==> src/ssb_pkg.sv <==
// Overview of operation
// RL1 - master holds select low whole message
// RL2 - master selects slaves via software port pins
// RL3 - master selects only one slave at once
// RL4 - unselected slave floats its miso output
// RL5 - master uses select and fault flag
// RL6 - select disable ignores pin, no fault
// RL7 - slave cpha one, disable: always selected
// RL8 - clearing select disable keeps fault flag
// RL9 - slave cpha zero starts on select
// RL10 - software avoids disable with cpha zero
// RL11 - master clock divides input by code
// RL12 - software never programs codes 000, 111
// RL13 - master select low sets fault, stops drive
package ssb_pkg;
  localparam logic [2:0] DIV_RSVD_LO = 3'h0;
  localparam logic [2:0] DIV_RSVD_HI = 3'h7;
  localparam int         DIV_WIDTH   = 7;
  localparam logic [6:0] CNT_RESET   = 7'h00;
  localparam int         CNT_MAX_WIDTH = 16;
  localparam int         SYNC_DEPTH  = 2;
  localparam logic [2:0] DIV_CODE_4   = 3'h1;
  localparam logic [2:0] DIV_CODE_8   = 3'h2;
  localparam logic [2:0] DIV_CODE_16  = 3'h3;
  localparam logic [2:0] DIV_CODE_32  = 3'h4;
  localparam logic [2:0] DIV_CODE_64  = 3'h5;
  localparam logic [2:0] DIV_CODE_128 = 3'h6;
  localparam logic [6:0] HALF_DIV_4   = 7'h01;
  localparam logic [6:0] HALF_DIV_8   = 7'h03;
  localparam logic [6:0] HALF_DIV_16  = 7'h07;
  localparam logic [6:0] HALF_DIV_32  = 7'h0f;
  localparam logic [6:0] HALF_DIV_64  = 7'h1f;
  localparam logic [6:0] HALF_DIV_128 = 7'h3f;
endpackage

==> src/ssb_select_baud.sv <==
`timescale 1ns/100ps
module ssb_select_baud #(
  parameter int CNT_WIDTH   = ssb_pkg::DIV_WIDTH,
  parameter int SYNC_STAGES = ssb_pkg::SYNC_DEPTH
) (
  // clock and reset
  input  wire logic       clk,
  input  wire logic       reset_n,
  // control bits
  input  wire logic       master_enable,
  input  wire logic       clock_phase,
  input  wire logic       select_input_disable,
  input  wire logic [2:0] clock_divider_select,
  input  wire logic       fault_clear,
  // pins
  input  wire logic       select_pin_n,
  input  wire logic       miso_data,
  input  wire logic       mosi_data,
  // status and outputs
  output logic            mode_fault_flag,
  output logic            slave_selected,
  output logic            transfer_start,
  output logic            sck_out,
  output logic            sck_oe,
  output logic            mosi_out,
  output logic            mosi_oe,
  output logic            miso_out,
  output logic            miso_oe
);

  ////////////////////////////////////////////////////////////////////////////
  // parameter checks
  if (CNT_WIDTH < ssb_pkg::DIV_WIDTH) begin : gen_cnt_low
    $error("counter too narrow for the slowest divider");
  end

  if (CNT_WIDTH > ssb_pkg::CNT_MAX_WIDTH) begin : gen_cnt_high
    $error("counter wider than the divider needs");
  end

  if (SYNC_STAGES < 2) begin : gen_sync_check
    $error("select pin needs at least two synchroniser stages");
  end

  ////////////////////////////////////////////////////////////////////////////
  // last stage of the select pin synchroniser
  localparam int LAST_SYNC = SYNC_STAGES - 1;

  ////////////////////////////////////////////////////////////////////////////
  // port role, one-hot
  typedef enum logic [2:0] {
    ROLE_SLAVE  = 3'h1,
    ROLE_MASTER = 3'h2,
    ROLE_FAULT  = 3'h4
  } ssb_role_t;

  // all registered state
  typedef struct packed {
    // pin synchroniser
    logic [SYNC_STAGES-1:0] sync;
    // role and divider
    ssb_role_t              role;
    logic [CNT_WIDTH-1:0]   cnt;
    // status
    logic                   fault;
    logic                   selected;
    logic                   start;
    // pin drivers
    logic                   sck;
    logic                   sck_oe;
    logic                   mosi;
    logic                   mosi_oe;
    logic                   miso;
    logic                   miso_oe;
  } ssb_state_t;

  ssb_state_t state;
  ssb_state_t next_state;

  ////////////////////////////////////////////////////////////////////////////
  // half period of the divided clock, in input clock cycles, minus one
  function automatic logic [CNT_WIDTH-1:0] half_period(input logic [2:0] code);
    case (code)
      ssb_pkg::DIV_CODE_4:   half_period = CNT_WIDTH'(ssb_pkg::HALF_DIV_4);
      ssb_pkg::DIV_CODE_8:   half_period = CNT_WIDTH'(ssb_pkg::HALF_DIV_8);
      ssb_pkg::DIV_CODE_16:  half_period = CNT_WIDTH'(ssb_pkg::HALF_DIV_16);
      ssb_pkg::DIV_CODE_32:  half_period = CNT_WIDTH'(ssb_pkg::HALF_DIV_32);
      ssb_pkg::DIV_CODE_64:  half_period = CNT_WIDTH'(ssb_pkg::HALF_DIV_64);
      ssb_pkg::DIV_CODE_128: half_period = CNT_WIDTH'(ssb_pkg::HALF_DIV_128);
      // reserved codes never reach the divider
      default:               half_period = '0;
    endcase
  endfunction

  // reserved codes stop the divider
  function automatic logic code_valid(input logic [2:0] code);
    code_valid = (code != ssb_pkg::DIV_RSVD_LO) &&
                 (code != ssb_pkg::DIV_RSVD_HI);
  endfunction

  // only a fault-free master drives sck and mosi
  function automatic logic role_drives(input ssb_role_t role);
    role_drives = (role == ROLE_MASTER);
  endfunction

  ////////////////////////////////////////////////////////////////////////////
  // synchronised pin and fault event
  logic pin_low;
  logic fault_event;
  logic drive_next;

  // sampled pin level, low means selected
  assign pin_low     = ~state.sync[LAST_SYNC];
  assign fault_event = master_enable & ~select_input_disable & pin_low; // RL5 RL6 RL13

  ////////////////////////////////////////////////////////////////////////////
  // next state
  always_comb begin
    next_state      = state;
    // select pin synchroniser
    next_state.sync = {state.sync[SYNC_STAGES-2:0], select_pin_n};

    // slave select; disable with cpha one means always selected
    next_state.selected = ~master_enable &
                          ((clock_phase & select_input_disable) | pin_low); // RL7

    // transmission start on select assertion in cpha zero
    next_state.start = ~master_enable & ~clock_phase &
                       next_state.selected & ~state.selected; // RL9

    // mode fault; held until explicit clear, set wins
    if (fault_clear) begin
      next_state.fault = 1'b0;
    end
    if (fault_event) begin // RL5 RL13
      next_state.fault = 1'b1;
    end

    // port role follows mode select and fault flag
    case (state.role)
      ROLE_SLAVE: begin
        if (master_enable && !next_state.fault) begin
          next_state.role = ROLE_MASTER;
        end else if (master_enable) begin
          next_state.role = ROLE_FAULT;
        end
      end
      ROLE_MASTER: begin
        if (!master_enable) begin
          next_state.role = ROLE_SLAVE;
        end else if (next_state.fault) begin
          next_state.role = ROLE_FAULT;
        end
      end
      ROLE_FAULT: begin
        if (!master_enable) begin
          next_state.role = ROLE_SLAVE;
        end else if (!next_state.fault) begin
          next_state.role = ROLE_MASTER;
        end
      end
      default: begin
        next_state.role = ROLE_SLAVE;
      end
    endcase

    // role decode
    drive_next = role_drives(next_state.role);

    // baud divider; reload after a half period
    if (drive_next && code_valid(clock_divider_select)) begin // RL11
      if (state.cnt >= half_period(clock_divider_select)) begin
        // toggle and reload at the end of a half period
        next_state.cnt = CNT_WIDTH'(ssb_pkg::CNT_RESET);
        next_state.sck = ~state.sck;
      end else begin
        // keep counting
        next_state.cnt = CNT_WIDTH'(state.cnt + 1'b1);
      end
    end else begin
      // idle low when not driving
      next_state.cnt = CNT_WIDTH'(ssb_pkg::CNT_RESET);
      next_state.sck = 1'b0;
    end

    // master drives only without fault
    next_state.sck_oe  = drive_next; // RL5 RL13
    next_state.mosi_oe = drive_next; // RL13
    next_state.mosi    = mosi_data;

    // slave floats miso when unselected
    next_state.miso_oe = next_state.selected; // RL4
    next_state.miso    = miso_data;
  end

  ////////////////////////////////////////////////////////////////////////////
  // state register
  always_ff @(posedge clk or negedge reset_n) begin
    if (!reset_n) begin
      state      <= '0;
      // sync chain idles at pin high
      state.sync <= '1;
      state.role <= ROLE_SLAVE;
    end else begin
      state <= next_state;
    end
  end

  ////////////////////////////////////////////////////////////////////////////
  // status outputs
  // clearing select disable does not clear the fault flag
  assign mode_fault_flag = state.fault; // RL8
  assign slave_selected  = state.selected;
  assign transfer_start  = state.start;

  // serial clock
  assign sck_out         = state.sck;
  assign sck_oe          = state.sck_oe;

  // data lines
  assign mosi_out        = state.mosi;
  assign mosi_oe         = state.mosi_oe;
  assign miso_out        = state.miso;
  assign miso_oe         = state.miso_oe;

endmodule

==> config.mk <==
export PLATFORM = sky130hd
export DESIGN_NAME = ssb_select_baud
export DESIGN_NICKNAME = d
export VERILOG_FILES = /design/src/ssb_pkg.sv /design/src/ssb_select_baud.sv
export SDC_FILE = /design/constraint.sdc
export NUM_CORES = 1
export LEC_CHECK = 0
export ABC_CLOCK_PERIOD_IN_PS = 3410
export BUFFER_PORTS_ARGS = -buffer_cell sky130_fd_sc_hd__clkbuf_2
export CAP_MARGIN = 10
export CORE_AREA = 5 5 69 71
export DETAILED_ROUTE_END_ITERATION = 12
export DIE_AREA = 0 0 74 76
export SYNTH_ARGS = -nofsm -noshare
export SYNTH_HDL_FRONTEND = slang
export SYNTH_SLANG_ARGS = --single-unit
export TNS_END_PERCENT = 10
==> constraint.sdc <==
create_clock -name clk -period 3.41 [get_ports clk]
set_input_delay 0.682 -clock clk [delete_from_list [all_inputs] [get_ports clk]]
set_output_delay 0.682 -clock clk [all_outputs]
set_load 0.05 [all_outputs]
==> results of run 1 <==
## area by class of cell
| cell class | count | area share [%] |
|---|---|---|
| Timing Repair Buffer | 20 | 8.92 |
| Clock buffer | 4 | 4.01 |
| Tap cell | 52 | 5.80 |
| Sequential cell | 19 | 42.7 |
| Multi-Input combinational cell | 59 | 37.2 |
| Inverter | 4 | 1.34 |
## worst min-delay path by stage
stage,from,to,slack (ns),cells past startpoint
floorplan,next_state[20],state[20],0.35,0
global placement,next_state[20],state[20],0.35,0
detailed placement,next_state[20],state[20],0.35,0
CTS,next_state[20],state[20],0.36,0
global route,next_state[20],state[20],0.37,0
finish,next_state[20],state[20],0.36,0
## cells by family after synthesis
kind of cell             after synthesis  share of synthesized area, %
adder cells (fa/ha/maj)                7                          9.33
AND/OR/NAND/NOR                       35                          20.8
buffers and inverters                  7                          4.40
multiplexers                           1                          1.07
flip-flops                            19                          51.1
AO/OA/AOI/OAI                          9                          6.80
XOR/XNOR                               7                          6.53
## registers in the layout, indices dropped and copies added (netlist names)
register	flops
state	11
miso_oe	1
miso_out	1
mode_fault_flag	1
mosi_oe	1
mosi_out	1
next_state	1
sck_out	1
transfer_start	1
## layout by cell type, fill, tap and decap left out, drive strengths merged
cell    netlist  layout
clkbuf        0      24
dfrtp        16      16
nor3          8       8
nand2         7       7
ha            7       7
nor2          6       6
nand3         6       6
xor2          5       5
inv           4       4
dfstp         3       3
nor2b         2       2
nor3b         2       2
o21ai         2       2
a21oi         2       2
xnor2         2       2
nor4          2       2
o211a         1       1
nand3b        1       1
and3          1       1
o21bai        1       1
a21o          1       1
a211o         1       1
a41o          1       1
mux2i         1       1
## critical path: stages
cell and delay [ns]:
sky130_fd_sc_hd__clkbuf_2 0.14, sky130_fd_sc_hd__xor2_1 0.16, sky130_fd_sc_hd__nand2_1 0.08, sky130_fd_sc_hd__ha_1 0.29, sky130_fd_sc_hd__a21o_1 0.16, sky130_fd_sc_hd__a211o_1 0.28, sky130_fd_sc_hd__a41o_1 0.32, sky130_fd_sc_hd__nor4_4 0.28
## stage by stage
stage               setup WS (ns)  utilization (%)  power (uW)
finish                       1.17             26.9         510
global route                 1.04             26.9         546
CTS                          1.18             26.9         519
detailed placement          0.906             25.8         366
global placement            0.954             25.8         363
floorplan                    1.19                -         339
## routing by layer
layer  wire length (um)  global-route usage (%)
met1                873                    10.2
met4                  0                    2.72
met5                  0                       0
met2                744                    9.84
met3                119                    1.45
## synthesized netlist by cell type
cell type | number | share of area [%]
sky130_fd_sc_hd__nand2_1 | 7 | 2.8
sky130_fd_sc_hd__and3_1 | 1 | 0.67
sky130_fd_sc_hd__ha_1 | 7 | 9.3
sky130_fd_sc_hd__dfstp_2 | 3 | 8.4
sky130_fd_sc_hd__nor2_2 | 1 | 0.67
sky130_fd_sc_hd__nor4_4 | 1 | 2.3
sky130_fd_sc_hd__nand3b_1 | 1 | 0.80
sky130_fd_sc_hd__o21bai_1 | 1 | 0.80
sky130_fd_sc_hd__nand3_2 | 1 | 1.1
sky130_fd_sc_hd__xor2_1 | 5 | 4.7
sky130_fd_sc_hd__o21ai_0 | 2 | 1.1
sky130_fd_sc_hd__a21oi_1 | 2 | 1.1
sky130_fd_sc_hd__a41o_1 | 1 | 1.1
sky130_fd_sc_hd__inv_1 | 4 | 1.6
sky130_fd_sc_hd__mux2i_1 | 1 | 1.1
sky130_fd_sc_hd__dfrtp_1 | 16 | 43
sky130_fd_sc_hd__xnor2_1 | 2 | 1.9
sky130_fd_sc_hd__buf_6 | 1 | 1.2
sky130_fd_sc_hd__nor4_1 | 1 | 0.67
sky130_fd_sc_hd__nor2_1 | 5 | 2.0
sky130_fd_sc_hd__nor3_1 | 8 | 4.3
sky130_fd_sc_hd__buf_4 | 2 | 1.6
sky130_fd_sc_hd__nor3b_1 | 2 | 1.6
sky130_fd_sc_hd__nor2b_1 | 2 | 1.3
sky130_fd_sc_hd__nand3_1 | 5 | 2.7
sky130_fd_sc_hd__o211a_1 | 1 | 1.1
sky130_fd_sc_hd__a21o_1 | 1 | 0.80
sky130_fd_sc_hd__a211o_1 | 1 | 0.93
## power by group through the flow
stage          Clock [uW]  Sequential [uW]  Combinational (uW)
2_1_floorplan           0              278                61.0
3_3_place_gp            0              258                 105
3_5_place_dp            0              259                 108
4_1_cts               156              255                 108
5_1_grt               169              257                 120
6_report              148              255                 106
==> flow_summary.json, run 1 <==
{
  "initialDrtViolationCount": 26,
  "postSynthRegisterBits": 19,
  "core_area_um2": 4170,
  "seq_area_um2": 479,
  "dp_hpwl_mm": 1.38,
  "cts_inserted_buffers": 3,
  "detailroute.via_count": 662,
  "clkPwrFrac_pct": 29.1,
  "tightest_slew_ns": 0.467,
  "cts_resized": 0,
  "cellPowerDensity_nw_per_um2": 454,
  "drt_wl_total_mm": 1.74,
  "syn_nets": 104,
  "std_cell_rows": 24,
  "cp-endpoint": "state[15]",
  "fmaxAchievable_mhz": 447,
  "startpoint": "clock_divider_select[1]",
  "run_status": "finished, final reports clean",
  "tritoncts": "done",
  "power_switching_share_pct": 29.8,
  "fin_nets": 126,
  "fp.dieArea_um2": 5620,
  "critical_path.max_fanout": 8,
  "p_leak_uw": 0.000549,
  "final.setup.tns_ns": 0,
  "critPathCaptureType": "flip-flop",
  "drt-vias-per-instance": 4.19,
  "drt_first_pass_iters": 3,
  "setup.reg_to_reg.worst_slack_ns": 1.54,
  "max_cap_viols": 0,
  "first_global_vias": 717,
  "worstSetupStartpointType": "input pin",
  "placed_standard_cell_area_um2": 1080,
  "first_pass_grt_wire_length_mm": 3.14,
  "ir_worst_vdd_v": 0.000276,
  "worst_r2r_path_depth": 5,
  "globalRouteTotalUtil_pct": 6.95,
  "finalWorstPathRequiredPeriod_ns": 2.24,
  "worst_ep_arrival_time_ns": 2.39,
  "timing.slew.headroom_pct": 68.9,
  "gp_routability_congestion": 0.716,
  "total_switching_power_uw": 152,
  "antenna_left": 0,
  "globalRouteOverflowTotal": 0,
  "design.portCount": 21,
  "drive_above_1_share_pct": 27.4,
  "syn2layout_area_growth_pct": 19.6,
  "rr_endpoint": "state[15]",
  "die_width_um": 74,
  "clock_sinks": 19,
  "antennaDiodeCount": 0,
  "multi_input_comb_area_um2": 418,
  "r2r_start": "state[13]",
  "worstHoldPathType": "flip-flop to flip-flop",
  "cts_hold_buf": 0,
  "number_of_buffers_on_the_longest_clock_path": 2,
  "internal-power_uw": 358,
  "netlist_instances": 85,
  "timing.final.max_slew_violations": 0,
  "netlist_area_um2": 938,
  "wl_per_cell_um": 11.0,
  "grt_setup_unrepaired": "no",
  "post_cts.repair.setup_buffers": 0,
  "grt_antenna_before_repair": 0,
  "drc": 0,
  "fin_worst_hold_slack_ns": 0.357,
  "synthesis.yosys.warnings": 0,
  "worst_skew_pair.late_latency_ns": 0.25,
  "setup_viol_count_final": 0,
  "seq_area_frac_synth_pct": 51.1,
  "combPwrFrac_pct": 20.8,
  "worst_setup_hold_path_clk_slew_ns": 0.06,
  "yosysUniqueCellTypes": 28,
  "placedCellCount": 154,
  "cp_data_required_time_ns": 3.57,
  "post-route-period-util_pct": 65.6,
  "die-height_um": 76,
  "port_buffers": 20,
  "hold_viol_final": 0,
  "final_cells": 158,
  "starting_density_pct": 22.5,
  "final_design_area_no_fill_um2": 1120,
  "final.setup_skew_ns": 0.00125,
  "layout.filler_cells": 440,
  "critPathKind": "input pin to flip-flop",
  "cts.root.buffer_cell": "sky130_fd_sc_hd__clkbuf_8",
  "seq_power_share_pct": 50.1,
  "postSynthAreaPerCell_um2": 11.0,
  "htreeDepth": 1,
  "grt_start_max_net_pins": 20
}
No activity file was read; power rests on OpenSTA's default activity.
==> run 2: changes to the inputs <==
--- a/config.mk
+++ b/config.mk
@@ -5,7 +5,7 @@
 export SDC_FILE = /design/constraint.sdc
 export NUM_CORES = 1
 export LEC_CHECK = 0
-export ABC_CLOCK_PERIOD_IN_PS = 3410
+export ABC_CLOCK_PERIOD_IN_PS = 2000
 export BUFFER_PORTS_ARGS = -buffer_cell sky130_fd_sc_hd__clkbuf_2
 export CAP_MARGIN = 10
 export CORE_AREA = 5 5 69 71
==> constraint.sdc (replaced) <==
create_clock -name clk -period 2 [get_ports clk]
set_input_delay 0.4 -clock clk [delete_from_list [all_inputs] [get_ports clk]]
set_output_delay 0.4 -clock clk [all_outputs]
set_load 0.05 [all_outputs]
==> flow_summary.json, run 2 (synthesis results as in run 1) <==
{
  "drt-vias-per-instance": 4.24,
  "largest_reg_flops": 11,
  "ir_worst_vdd_v": 0.000447,
  "fin_nets": 130,
  "std_cell_rows": 24,
  "cts_resized": 0,
  "worstHoldPathType": "input pin to async pin",
  "met1_length_um": 821,
  "globalRouteTotalUtil_pct": 6.97,
  "first_pass_grt_wire_length_mm": 3.13,
  "cp_data_required_time_ns": 2.16,
  "worstSetupStartpointType": "input pin",
  "first_global_vias": 764,
  "cellPowerDensity_nw_per_um2": 757,
  "number_of_buffers_on_the_longest_clock_path": 2,
  "final.setup_skew_ns": 0.00461,
  "drt_wl_total_mm": 1.77,
  "starting_density_pct": 22.5,
  "met3WireLength_um": 136,
  "die_width_um": 74,
  "grt_antenna_before_repair": 0,
  "dp_hpwl_mm": 1.39,
  "worst_skew_pair.late_latency_ns": 0.25,
  "fp.dieArea_um2": 5620,
  "design.portCount": 21,
  "r2r_start": "state[13]",
  "leading_cell_types_in_the_layout_fill_and_taps_excluded": "sky130_fd_sc_hd__clkbuf_2 (20), sky130_fd_sc_hd__dfrtp_1 (16), sky130_fd_sc_hd__nor3_1 (8), sky130_fd_sc_hd__nand2_1 (7), sky130_fd_sc_hd__ha_1 (7)",
  "timing.slew.headroom_pct": 68.5,
  "startpoint": "clock_divider_select[1]",
  "core_area_um2": 4170,
  "timing.final.max_slew_violations": 0,
  "grt_setup_unrepaired": "no",
  "tightest_slew_ns": 0.473,
  "setup_viol_count_final": 0,
  "post_cts.repair.setup_buffers": 0,
  "path_delay_family": "compound AO/OA/AOI/OAI gates",
  "worst_setup_hold_path_clk_slew_ns": 0.07,
  "final_core_utilization_pct": 27.9,
  "route.top_layer_used": "met3",
  "post-route-period-util_pct": 94.1,
  "tritoncts": "done",
  "clock_sinks": 19,
  "mostFrequentLayoutCell": "sky130_fd_sc_hd__clkbuf_2",
  "critPathKind": "input pin to flip-flop",
  "critical_path.cell_chain": "clkbuf_2, xor2_1, nand2_1, ha_1, a21o_1, a211o_1, a41o_4, nor4_4",
  "wl_per_cell_um": 10.9,
  "p_leak_uw": 0.000569,
  "syn2layout_area_growth_pct": 24.1,
  "gp_routability_congestion": 0.727,
  "antennaDiodeCount": 0,
  "antenna_left": 0,
  "hold_viol_final": 0,
  "run_status": "finished, final reports clean",
  "max_cap_viols": 0,
  "dpl_worst_slack_ns": -0.192,
  "worstPathBufferInverterCount": 1,
  "registers.top_by_ff_count": "state",
  "die-height_um": 76,
  "drc": 0,
  "port_buffers": 20,
  "crit_path_max_incr_delay_ns": 0.30,
  "final.setup.tns_ns": 0,
  "critical_path.max_fanout": 8,
  "finalWorstPathRequiredPeriod_ns": 1.88,
  "fin_worst_hold_slack_ns": 0.0904,
  "met2WireLength_um": 808,
  "drive_above_1_share_pct": 31.8,
  "timing.final.ws_setup_ns": 0.117,
  "globalRouteOverflowTotal": 0,
  "cts_hold_buf": 0,
  "fmaxAchievable_mhz": 531,
  "detailroute.via_count": 687,
  "cts.root.buffer_cell": "sky130_fd_sc_hd__clkbuf_8",
  "drt_first_pass_iters": 4,
  "cts_inserted_buffers": 3,
  "htreeDepth": 1,
  "critPathCaptureType": "flip-flop",
  "worst_ep_arrival_time_ns": 2.04,
  "grt_start_max_net_pins": 20,
  "initialDrtViolationCount": 4,
  "crit_path_top_delay_cell": "sky130_fd_sc_hd__ha_1"
}
run 2: cell types whose count changed in the layout (fill, tap and decap cells not counted):
cell | previous run | this run
sky130_fd_sc_hd__buf_4 | 0 | 4
sky130_fd_sc_hd__a41o_1 | 1 | 0
sky130_fd_sc_hd__a41o_4 | 0 | 1
sky130_fd_sc_hd__clkbuf_1 | 1 | 0
sky130_fd_sc_hd__clkinv_2 | 0 | 1
run 2: routing by layer:
| metal | global-route usage [%] | vias up |
|---|---|---|
| li1 | - | 341 |
| met1 | 9.32 | 323 |
| met2 | 10.5 | 23 |
| met3 | 1.98 | 0 |
| met4 | 2.72 | 0 |
| met5 | 0 | - |
run 2: path summary, 6_finish.rpt:
check,endpoint,slack (ns),cells past startpoint
hold / removal,miso_out,0.09,1
max in group asynchronous,state[16],1.56,1
hold reg to reg,state[20],0.36,0
setup / recovery,state[15],0.12,8
setup reg to reg,state[15],0.16,5
min in group clk,next_state[20],0.23,1
run 2: final cells by class:
type / instances / area (um^2)
Multi-Input combinational cell: 59 / 429
Clock buffer: 3 / 41.3
Timing Repair Buffer: 24 / 130
Fill cell: 435 / 3010
Inverter: 4 / 15.0
Clock inverter: 1 / 5.00
Sequential cell: 19 / 479
Tap cell: 52 / 65.1
run 2: worst register-to-register path, stage by stage (launching register included):
cell                      delay (ns)
sky130_fd_sc_hd__dfrtp_1        0.43
sky130_fd_sc_hd__ha_1           0.34
sky130_fd_sc_hd__a21o_1         0.16
sky130_fd_sc_hd__a211o_1        0.29
sky130_fd_sc_hd__a41o_4         0.28
sky130_fd_sc_hd__nor4_4         0.25
run 2: per-stage QoR:
| stage | area (um^2) | power, uW | instances |
|---|---|---|---|
| floorplan | 938 | 578 | 85 |
| global placement | 1110 | 625 | 158 |
| detailed placement | 1110 | 632 | 158 |
| CTS | 1150 | 900 | 162 |
| global route | 1160 | 937 | 162 |
| finish | 1160 | 882 | 162 |
run 2: power by group:
part           switching (uW)  total (uW)  internal, uW
Sequential               17.9         435           417
Combinational             132         191          59.4
Clock                     118         256           138
